`src/bkcq_pkg.sv`:
```
package bkcq_pkg;
	localparam int REG_W    = 8;
	localparam int ADDR_W   = 8;
	localparam int BYTE_W   = 8;
	localparam int XADDR_W  = 6;
	localparam int CPU_W    = 16;
	localparam int MODE_W   = 2;
	localparam int IRQ_W    = 2;

	// register byte offsets
	localparam logic [ADDR_W-1:0] OFF_CONTROL = 8'h00;
	localparam logic [ADDR_W-1:0] OFF_A_EXT   = 8'h04;
	localparam logic [ADDR_W-1:0] OFF_A_HIGH  = 8'h08;
	localparam logic [ADDR_W-1:0] OFF_A_LOW   = 8'h0c;
	localparam logic [ADDR_W-1:0] OFF_B_EXT   = 8'h10;
	localparam logic [ADDR_W-1:0] OFF_B_HIGH  = 8'h14;
	localparam logic [ADDR_W-1:0] OFF_B_LOW   = 8'h18;
	localparam logic [ADDR_W-1:0] OFF_MODE    = 8'h1c;
	localparam logic [ADDR_W-1:0] OFF_IRQ_ST  = 8'h20;
	localparam logic [ADDR_W-1:0] OFF_IRQ_EN  = 8'h24;
	localparam logic [ADDR_W-1:0] OFF_IRQ_CLR = 8'h28;

	// control register fields
	localparam int CTL_A_MASK_HIGH = 7;
	localparam int CTL_A_MASK_LOW  = 6;
	localparam int CTL_B_MASK_HIGH = 5;
	localparam int CTL_B_MASK_LOW  = 4;
	localparam int CTL_A_DIR_EN    = 3;
	localparam int CTL_A_DIR_VAL   = 2;
	localparam int CTL_B_DIR_EN    = 1;
	localparam int CTL_B_DIR_VAL   = 0;

	// mode register fields
	localparam int MODE_LEGACY = 0;
	localparam int MODE_FULL   = 1;

	// interrupt bits
	localparam int IRQ_A = 0;
	localparam int IRQ_B = 1;

	localparam logic [REG_W-1:0]  RST_REG  = 8'h00;
	localparam logic [MODE_W-1:0] RST_MODE = 2'h0;
	localparam logic [IRQ_W-1:0]  RST_IRQ  = 2'h0;
endpackage

```
`src/bkcq_addr_cmp.sv`:
```
`timescale 1ns/100ps
module bkcq_addr_cmp (
	input  wire logic                              i_mask_high,
	input  wire logic                              i_mask_low,
	input  wire logic [bkcq_pkg::REG_W-1:0]        i_ext,
	input  wire logic [bkcq_pkg::REG_W-1:0]        i_high,
	input  wire logic [bkcq_pkg::REG_W-1:0]        i_low,
	input  wire logic                              i_page_sel,
	input  wire logic [bkcq_pkg::XADDR_W-1:0]      i_xaddr,
	input  wire logic [bkcq_pkg::CPU_W-1:0]        i_addr,
	output logic                                   o_hit
);
	import bkcq_pkg::*;

	logic ext_ok;
	logic high_ok;
	logic low_ok;

	always_comb begin
		ext_ok = !i_page_sel || (i_xaddr == i_ext[XADDR_W-1:0]);
		if (i_page_sel) begin
			high_ok = i_high[XADDR_W-1:0] == i_addr[BYTE_W+XADDR_W-1:BYTE_W];
		end else begin
			high_ok = i_high == i_addr[CPU_W-1:BYTE_W];
		end
		low_ok = i_low == i_addr[BYTE_W-1:0];
		if (i_mask_high && i_mask_low) begin
			o_hit = i_page_sel && ext_ok;
		end else if (i_mask_low) begin
			o_hit = ext_ok && high_ok;
		end else begin
			o_hit = ext_ok && high_ok && low_ok;
		end
	end
endmodule

```
`src/bkcq_data_cmp.sv`:
```
`timescale 1ns/100ps
module bkcq_data_cmp (
	input  wire logic                          i_mask_high,
	input  wire logic                          i_mask_low,
	input  wire logic [bkcq_pkg::REG_W-1:0]    i_high,
	input  wire logic [bkcq_pkg::REG_W-1:0]    i_low,
	input  wire logic [bkcq_pkg::CPU_W-1:0]    i_data,
	output logic                               o_hit
);
	import bkcq_pkg::*;

	// each mask bit drops one byte
	always_comb begin
		o_hit = (i_mask_high || (i_high == i_data[CPU_W-1:BYTE_W]))
			&& (i_mask_low || (i_low == i_data[BYTE_W-1:0]));
	end
endmodule

```
`src/bkcq_qualifier.sv`:
```
`timescale 1ns/100ps
module bkcq_qualifier (
	input  wire logic                              i_sys_clk,
	input  wire logic                              i_reset_n,
	input  wire logic [bkcq_pkg::ADDR_W-1:0]       i_reg_addr,
	input  wire logic [bkcq_pkg::REG_W-1:0]        i_reg_wdata,
	input  wire logic                              i_reg_wr,
	input  wire logic                              i_reg_rd,
	output logic      [bkcq_pkg::REG_W-1:0]        o_reg_rdata,
	input  wire logic                              i_cpu_valid,
	input  wire logic                              i_cpu_rw,
	input  wire logic [bkcq_pkg::CPU_W-1:0]        i_cpu_addr,
	input  wire logic [bkcq_pkg::CPU_W-1:0]        i_cpu_data,
	input  wire logic [bkcq_pkg::XADDR_W-1:0]      i_cpu_xaddr,
	input  wire logic                              i_page_sel,
	output logic                                   o_match_a,
	output logic                                   o_match_b,
	output logic                                   o_irq
);
	import bkcq_pkg::*;

	// core buses share our clock, so no synchroniser
	typedef struct packed {
		logic [REG_W-1:0]  control;
		logic [REG_W-1:0]  a_ext;
		logic [REG_W-1:0]  a_high;
		logic [REG_W-1:0]  a_low;
		logic [REG_W-1:0]  b_ext;
		logic [REG_W-1:0]  b_high;
		logic [REG_W-1:0]  b_low;
		logic [MODE_W-1:0] mode;
		logic [IRQ_W-1:0]  irq_status;
		logic [IRQ_W-1:0]  irq_enable;
		logic              match_a;
		logic              match_b;
		logic              irq;
		logic [REG_W-1:0]  rdata;
	} bkcq_state_t;

	bkcq_state_t st;
	bkcq_state_t next_st;

	logic             hit_a;
	logic             hit_b;
	logic             hit_data;
	logic             legacy;
	logic             full;
	logic             ev_a;
	logic             ev_b;
	logic [IRQ_W-1:0] clr;

	function automatic logic dir_ok(input logic en, input logic val, input logic rw);
		dir_ok = !en || (rw == val);
	endfunction

	function automatic logic [REG_W-1:0] zext_mode(input logic [MODE_W-1:0] v);
		zext_mode = {{(REG_W-MODE_W){1'b0}}, v};
	endfunction

	function automatic logic [REG_W-1:0] zext_irq(input logic [IRQ_W-1:0] v);
		zext_irq = {{(REG_W-IRQ_W){1'b0}}, v};
	endfunction

	assign legacy = st.mode[MODE_LEGACY];
	assign full   = st.mode[MODE_FULL];

	bkcq_addr_cmp u_addr_a (
		.i_mask_high (st.control[CTL_A_MASK_HIGH]),
		.i_mask_low  (st.control[CTL_A_MASK_LOW]),
		.i_ext       (st.a_ext),
		.i_high      (st.a_high),
		.i_low       (st.a_low),
		.i_page_sel  (i_page_sel),
		.i_xaddr     (i_cpu_xaddr),
		.i_addr      (i_cpu_addr),
		.o_hit       (hit_a)
	);

	// second mask field steers comparator B
	bkcq_addr_cmp u_addr_b (
		.i_mask_high (st.control[CTL_B_MASK_HIGH]),
		.i_mask_low  (st.control[CTL_B_MASK_LOW]),
		.i_ext       (st.b_ext),
		.i_high      (st.b_high),
		.i_low       (st.b_low),
		.i_page_sel  (i_page_sel),
		.i_xaddr     (i_cpu_xaddr),
		.i_addr      (i_cpu_addr),
		.o_hit       (hit_b)
	);

	// data compare never sees B extended bits
	bkcq_data_cmp u_data_b (
		.i_mask_high (st.control[CTL_B_MASK_HIGH]),
		.i_mask_low  (st.control[CTL_B_MASK_LOW]),
		.i_high      (st.b_high),
		.i_low       (st.b_low),
		.i_data      (i_cpu_data),
		.o_hit       (hit_data)
	);

	always_comb begin
		next_st = st;
		next_st.rdata = RST_REG;
		clr = RST_IRQ;
		// full mode adds the data qualifier
		// every enabled field in the same cycle
		ev_a = i_cpu_valid && legacy && hit_a
			&& dir_ok(st.control[CTL_A_DIR_EN], st.control[CTL_A_DIR_VAL], i_cpu_rw)
			&& (!full || hit_data);
		// comparator B idle in full mode
		ev_b = i_cpu_valid && legacy && !full && hit_b
			&& dir_ok(st.control[CTL_B_DIR_EN], st.control[CTL_B_DIR_VAL], i_cpu_rw);
		if (i_reg_wr) begin
			case (i_reg_addr)
				OFF_CONTROL: begin
					next_st.control = i_reg_wdata;
				end
				OFF_A_EXT: begin
					next_st.a_ext = i_reg_wdata;
				end
				OFF_A_HIGH: begin
					next_st.a_high = i_reg_wdata;
				end
				OFF_A_LOW: begin
					next_st.a_low = i_reg_wdata;
				end
				OFF_B_EXT: begin
					next_st.b_ext = i_reg_wdata;
				end
				OFF_B_HIGH: begin
					next_st.b_high = i_reg_wdata;
				end
				OFF_B_LOW: begin
					next_st.b_low = i_reg_wdata;
				end
				OFF_MODE: begin
					next_st.mode = i_reg_wdata[MODE_W-1:0];
				end
				OFF_IRQ_EN: begin
					next_st.irq_enable = i_reg_wdata[IRQ_W-1:0];
				end
				OFF_IRQ_CLR: begin
					clr = i_reg_wdata[IRQ_W-1:0];
				end
				default: begin
				end
			endcase
		end
		if (i_reg_rd) begin
			case (i_reg_addr)
				OFF_CONTROL: begin
					next_st.rdata = st.control;
				end
				OFF_A_EXT: begin
					next_st.rdata = st.a_ext;
				end
				OFF_A_HIGH: begin
					next_st.rdata = st.a_high;
				end
				OFF_A_LOW: begin
					next_st.rdata = st.a_low;
				end
				OFF_B_EXT: begin
					next_st.rdata = st.b_ext;
				end
				OFF_B_HIGH: begin
					next_st.rdata = st.b_high;
				end
				OFF_B_LOW: begin
					next_st.rdata = st.b_low;
				end
				OFF_MODE: begin
					next_st.rdata = zext_mode(st.mode);
				end
				OFF_IRQ_ST: begin
					next_st.rdata = zext_irq(st.irq_status);
				end
				OFF_IRQ_EN: begin
					next_st.rdata = zext_irq(st.irq_enable);
				end
				default: begin
					next_st.rdata = RST_REG;
				end
			endcase
		end
		next_st.match_a = ev_a;
		next_st.match_b = ev_b;
		// set beats clear so no event is lost
		next_st.irq_status = (st.irq_status & ~clr) | {ev_b, ev_a};
		next_st.irq = |(next_st.irq_status & next_st.irq_enable);
	end

	always_ff @(posedge i_sys_clk or negedge i_reset_n) begin
		if (!i_reset_n) begin
			st <= '0;
		end else begin
			st <= next_st;
		end
	end

	assign o_reg_rdata = st.rdata;
	assign o_match_a   = st.match_a;
	assign o_match_b   = st.match_b;
	assign o_irq       = st.irq;

	// helper views for the checks below
	logic a_dir_on;
	logic b_dir_on;
	logic a_mh;
	logic a_ml;
	logic b_mh;
	logic b_ml;
	assign a_dir_on = st.control[CTL_A_DIR_EN];
	assign b_dir_on = st.control[CTL_B_DIR_EN];
	assign a_mh     = st.control[CTL_A_MASK_HIGH];
	assign a_ml     = st.control[CTL_A_MASK_LOW];
	assign b_mh     = st.control[CTL_B_MASK_HIGH];
	assign b_ml     = st.control[CTL_B_MASK_LOW];
endmodule
```
`config.mk`:
```
export PLATFORM = sky130hd
export DESIGN_NAME = bkcq_qualifier
export DESIGN_NICKNAME = d
export VERILOG_FILES = /design/src/bkcq_pkg.sv /design/src/bkcq_addr_cmp.sv /design/src/bkcq_data_cmp.sv /design/src/bkcq_qualifier.sv
export SDC_FILE = /design/constraint.sdc
export NUM_CORES = 1
export LEC_CHECK = 0
export ABC_AREA = 1
export BUFFER_PORTS_ARGS = -buffer_cell sky130_fd_sc_hd__buf_2
export CAP_MARGIN = 10
export CORE_ASPECT_RATIO = 1.2
export CORE_UTILIZATION = 57
export DETAILED_ROUTE_END_ITERATION = 10
export HOLD_SLACK_MARGIN = 0.08
export PLACE_DENSITY = 0.88
export SKIP_LAST_GASP = 1
export SYNTH_ARGS = -nofsm -noshare
export SYNTH_HDL_FRONTEND = slang
export SYNTH_SLANG_ARGS = --single-unit
```
`constraint.sdc`:
```
create_clock -name i_sys_clk -period 1.5 [get_ports i_sys_clk]
set_input_delay 0.45 -clock i_sys_clk [delete_from_list [all_inputs] [get_ports i_sys_clk]]
set_output_delay 0.45 -clock i_sys_clk [all_outputs]
set_load 0.03 [all_outputs]
```
## Word level (Yosys, flattened, before mapping)

Cells that the tools add are included.
Widths: inputs -> output; s select.

| word-level totals | value |
|---|---|
| bits of input ports | 61 |
| register bits after elaboration | 73 |
| logic and storage cells | 89 |
| output and inout port bits | 11 |

| operators by class | value |
|---|---|
| equal/unequal tests | 22 |
| reductions and logical operators | 37 |
| bitwise operators | 4 |
| muxes and demuxes | 12 |

Operators by type and width:

| kind | count |
|---|---|
| $pmux 8 s10 | 1 |
| $eq 8x8->1 | 6 |
| $eq 8x5->1 const B | 4 |
| $eq 6x6->1 | 4 |
| $eq 8x6->1 const B | 3 |
| $eq 8x4->1 const B | 2 |
| $logic_and 1x1->1 | 16 |
| $reduce_and 2->1 | 8 |
| $eq 8x3->1 const B | 1 |
| $logic_not 8->1 | 1 |
| $mux 2 | 4 |
| $mux 8 | 1 |
| $logic_or 1x1->1 | 7 |
| $mux 1 | 6 |
| $and 2x2->2 | 2 |
| $logic_not 1->1 | 4 |
| $eq 1x1->1 | 2 |
| $not 2->2 | 1 |
| $or 2x2->2 | 1 |
| $reduce_or 2->1 | 1 |

## Logic depth before layout (Yosys ltp)

| logic depth | value |
|---|---|
| depth after elaboration | 12 |
| gate-level depth with buffers | 13 |

## Cells and area by module

From an unflattened synthesis, not the netlist that was laid out.

| unflattened totals | value |
|---|---|
| cells, all modules | 704 |
| area total of the unflattened synthesis | 4,765.8 um^2 |

By module, submodules not included:

| module | instances | area each (um^2) | cells an instance |
|---|---|---|---|
| bkcq_qualifier | 1 | 3,559.7 | 410 |
| bkcq_addr_cmp | 2 | 470.5 | 119 |
| bkcq_data_cmp | 1 | 265.3 | 56 |

## Worst setup path before layout

Ideal clock, no wire load.

| timing path | value |
|---|---|
| path type | in2reg |
| from | in i_reg_addr[0] (netlist bit) |
| to | reg st[31] (netlist bit) |
| path slack | -78 ps |
| arrival | 1,455 ps |
| stages on the path | 9 |
| buffers on the path | 1 |
| library setup time | 124 ps |
| cells stage by stage | inv_1 nand2_1 nor3_4 nand2_1 inv_2 nand2_2 buf_2 nand2_1 o21ai_1 |

| on the way | value |
|---|---|
| word-level cells in the longest chain between the ends | 2 |

Ends and longest elaborated chain:

| what | RTL line | RTL |
|---|---|---|
| start, declared | bkcq_qualifier.sv:5 | `input wire logic [bkcq_pkg::ADDR_W-1:0] i_reg_addr,` |
| $eq 8x5->1 | bkcq_qualifier.sv:115 | `case (i_reg_addr)` |
| $reduce_and 2->1 (no source line) | -- |  |
| end signal, assigned | bkcq_qualifier.sv:198 | `st <= next_st;` |
| end, declared | bkcq_qualifier.sv:40 | `bkcq_state_t st;` |

No other way between the ends.
A chain may end at the register's enable or synchronous reset.

==> results by group <==
Final layout
  – Count of non-filler cells in the finished layout: 811
  – Count of fill cells added during filler insertion: 564
  – Area of all sequential standard cells: 1830 um^2
  – NumNets Final: 776
  – Footprint of the multi-input gates: 2110 um^2
  – Layout cell share with drive strength beyond 1: 0.276
  – Area Overhead vs Synth: 25.8%

Logic synthesis
  – Mapped Nets: 657
  – Mapped Area: 4260 um^2
  – Yosys warns: 0
  – Flip-flop and latch count after synthesis: 73
  – Most common cell in the netlist: sky130_fd_sc_hd__nand2_1
  – Area leader, netlist: sky130_fd_sc_hd__dfrtp_1
  – Gate Count Post-Synth: 596
  – Sequential fraction of the synthesis area: 0.429
  – Share of Yosys cell area claimed by the top area cell type: 0.429
  – Ys async rst share: 1.00
  – Most used standard cells in the synthesized netlist: sky130_fd_sc_hd__nand2_1 (214), sky130_fd_sc_hd__inv_1 (74), sky130_fd_sc_hd__dfrtp_1 (73)
  – Top cells by area in the synthesized netlist: sky130_fd_sc_hd__dfrtp_1 (43%), sky130_fd_sc_hd__nand2_1 (19%), sky130_fd_sc_hd__inv_1 (6.5%)
  – Prevailing post-synth register cell: sky130_fd_sc_hd__dfrtp_1
  – Post-synthesis average cell area: 7.14 um^2
  – Number of library cell types mapped by synthesis: 25
  – Post-synth EDFFs: 0

STA
  – Setup ws final: -0.0109 ns
  – Setup-violating endpoint count in the final report: 1
  – Min cycle time layout: 1.51 ns
  – Post-route fraction of the period consumed by the critical path: 1.01
  – Worst setup skew after layout: 0.0122 ns
  – Maximum frequency from static timing analysis: 0.662 GHz
  – Worst Hold Slack: 0.0994 ns
  – Final hold violation count: 0
  – RSZ-0062 raised after global routing: true
  – Slew of the pin with the lowest slew margin: 0.394 ns
  – Final count of pins violating max slew: 0
  – Worst-case headroom to the max-slew limit: 0.737

Die
  – Die Y: 96.7 um
  – Area inside the core boundary: 7230 um^2
  – Die area: 7820 um^2
  – Top-level I/O count: 72
  – Initial Util: 0.589
  – Site row count: 34
  – Width of the die: 80.9 um

GRT
  – Via count of the first global-routing pass: 4316
  – Maximum number of pins on one net before global-route repair: 74
  – Met2 GRT Util: 0.565
  – Initial antenna violation count: 0
  – Met1 demand-to-capacity share in global routing: 0.426
  – Global router's overall resource usage: 0.350
  – Gr ovfl total: 0
  – Top Usage Layer GRT: met2
  – Global-route wire length before repair: 20.3 mm
  – Met3 global-route usage: 0.0575

Clocking
  – TritonCTS clock tree: yes
  – Clock latency at the later pin of the worst-skew pair: 0.36 ns
  – H-tree depth reported by CTS: 3
  – Sinks on the clock net: 73
  – Root Driver: sky130_fd_sc_hd__clkbuf_8
  – TritonCTS Buffers: 9
  – Maximum buffer depth of the clock tree: 2
  – Hold-fix buffer count after cts: 0
  – Clock Pin Slew Worst Setup and Hold Paths: 0.08 ns

Placement
  – Post-DP HPWL: 9.70 mm
  – Dpl cells: 780
  – Last weighted congestion value of the routability-driven placer: 0.967
  – Setup Slack @ Placement: -0.261 ns
  – Port Buffer Count: 71

Power
  – Power density of the placed cells: 833 nW/um^2
  – Worst voltage drop across the vdd grid: 610 uV
  – Total leakage power: 0.00284 uW
  – Pwr Total: 4460 uW

Critical path
  – CP Cell Sequence: inv_1 > nand2_1 > nand2_1 > nor2_1 > nand2_1 > nor2_1 > nor2_1 > nor2_4 > nand2_2 > nand2_2 > nand2_1 > nand2_1
  – Cell type with the highest occurrence count on the critical path: sky130_fd_sc_hd__nand2_1
  – Required time of the worst setup path: 1.80 ns
  – Critical path fanouts, max: 3
  – Family of cells with the greatest summed delay on the critical path: simple AND/OR/NAND/NOR gates
  – Buffering stage count on the worst path with inverters included: 1
  – CP max stage delay: 0.39 ns
  – Critical path start-end classification: reg -> reg
  – Critical-path top delay cell: sky130_fd_sc_hd__dfrtp_1
  – Worst setup EP type: flip-flop
  – Critical Path Source Type: flip-flop
  – Arrival time worst endpoint: 1.81 ns

Run
  – Maximum capacitance violations: 0

Outcome
  – Violations in the final reports: setup timing
  – Run status: finished with violations

Detailed routing
  – Routed vias: 4350
  – Post-detailed-route count of antenna-violating nets: 0
  – Length of the first detailed-routing pass in iterations: 5
  – DRC: 0
  – Initial DRC Count: 362
  – Total wirelength of the detailed-routed design: 12.9 mm
  – Routed vias/inst: 5.36
  – Average detailed-routed wire length per instance: 15.9 um

Hold path
  – Worst min path class: in -> async
==> routing by layer <==
| metal | vias to the layer above | wire [um] |
|---|---|---|
| li1 | 2087 | - |
| met5 | - | 0 |
| met2 | 198 | 6310 |
| met4 | 0 | 682 |
| met3 | 54 | 823 |
| met1 | 2011 | 5070 |
==> metrics by stage <==
step                TNS [ns]  utilization  area [um^2]
CTS                        0        0.720         5210
finish               -0.0109        0.741         5360
global route          -0.191        0.740         5360
global placement      -10.30        0.684         4950
detailed placement    -12.84        0.684         4950
floorplan            -0.0399            -         4310
==> final cells by class <==
type                    count  area share
repair buffers            124       0.146
flip-flops and latches     73       0.342
clock buffers              11      0.0283
well taps                  90      0.0210
clock inverters             5      0.0114
multi-input cells         425       0.394
diodes                      1    0.000467
inverters                  82      0.0574
==> path summary, 6_finish.rpt <==
path	slack, ns	start	cells past startpoint	endpoint
max reg2reg	-0.01	st[20]	12	o_irq
max	-0.01	st[20]	12	o_irq
min	0.1	i_reset_n	2	o_irq
max in group asynchronous	1.07	i_reset_n	2	st[31]
min in group i_sys_clk	0.32	i_reg_wdata[7]	3	st[24]
min reg2reg	0.51	st[40]	2	st[40]
==> sequential cells by signal, summed over array words and instances (netlist names) <==
signal / flops
o_match_a: 1
st: 54
b_dir_on: 1
o_reg_rdata: 8
a_ml: 1
b_mh: 1
o_irq: 1
legacy: 1
a_dir_on: 1
a_mh: 1
b_ml: 1
full: 1
o_match_b: 1
==> cell usage in the layout, fill, tap and decap left out, types with 4 or more instances in the layout <==
cell,Yosys,layout
sky130_fd_sc_hd__inv_2,8,14
sky130_fd_sc_hd__nor2_2,2,4
sky130_fd_sc_hd__dfrtp_1,73,70
sky130_fd_sc_hd__nand2_1,214,201
sky130_fd_sc_hd__or2_2,4,4
sky130_fd_sc_hd__nand3_1,17,16
sky130_fd_sc_hd__nor2_4,1,5
sky130_fd_sc_hd__nand2_2,9,19
sky130_fd_sc_hd__buf_2,5,71
sky130_fd_sc_hd__o21ai_0,54,53
sky130_fd_sc_hd__o21ai_1,17,17
sky130_fd_sc_hd__inv_1,74,68
sky130_fd_sc_hd__nor2_1,42,36
sky130_fd_sc_hd__o22ai_1,7,7
sky130_fd_sc_hd__xnor2_1,22,22
sky130_fd_sc_hd__clkbuf_8,0,11
sky130_fd_sc_hd__xor2_1,10,10
sky130_fd_sc_hd__buf_4,9,50
sky130_fd_sc_hd__a21oi_1,15,14
==> cells by family after synthesis <==
kind of cell | after synthesis | synth area share
buffers and inverters | 98 | 0.0993
DFF | 73 | 0.429
xor gates and xnor gates | 32 | 0.0658
AOI/OAI and AO/OA | 97 | 0.118
and+or+nand+nor | 296 | 0.287
==> repair_timing <==
| item | 4_1_cts | 5_1_grt |
|---|---|---|
| pin swaps | 8 | 19 |
| setup endpoints to repair | 2 | 17 |
| buffers inserted | 5 | 9 |
| resized for setup | 4 | 26 |
==> report_power, final <==
part	switching, uW	internal [uW]	total, uW
clock	791	865	1660
combinational	378	287	665
sequential	90.3	2050	2140
No activity file was read; power rests on OpenSTA's default activity.
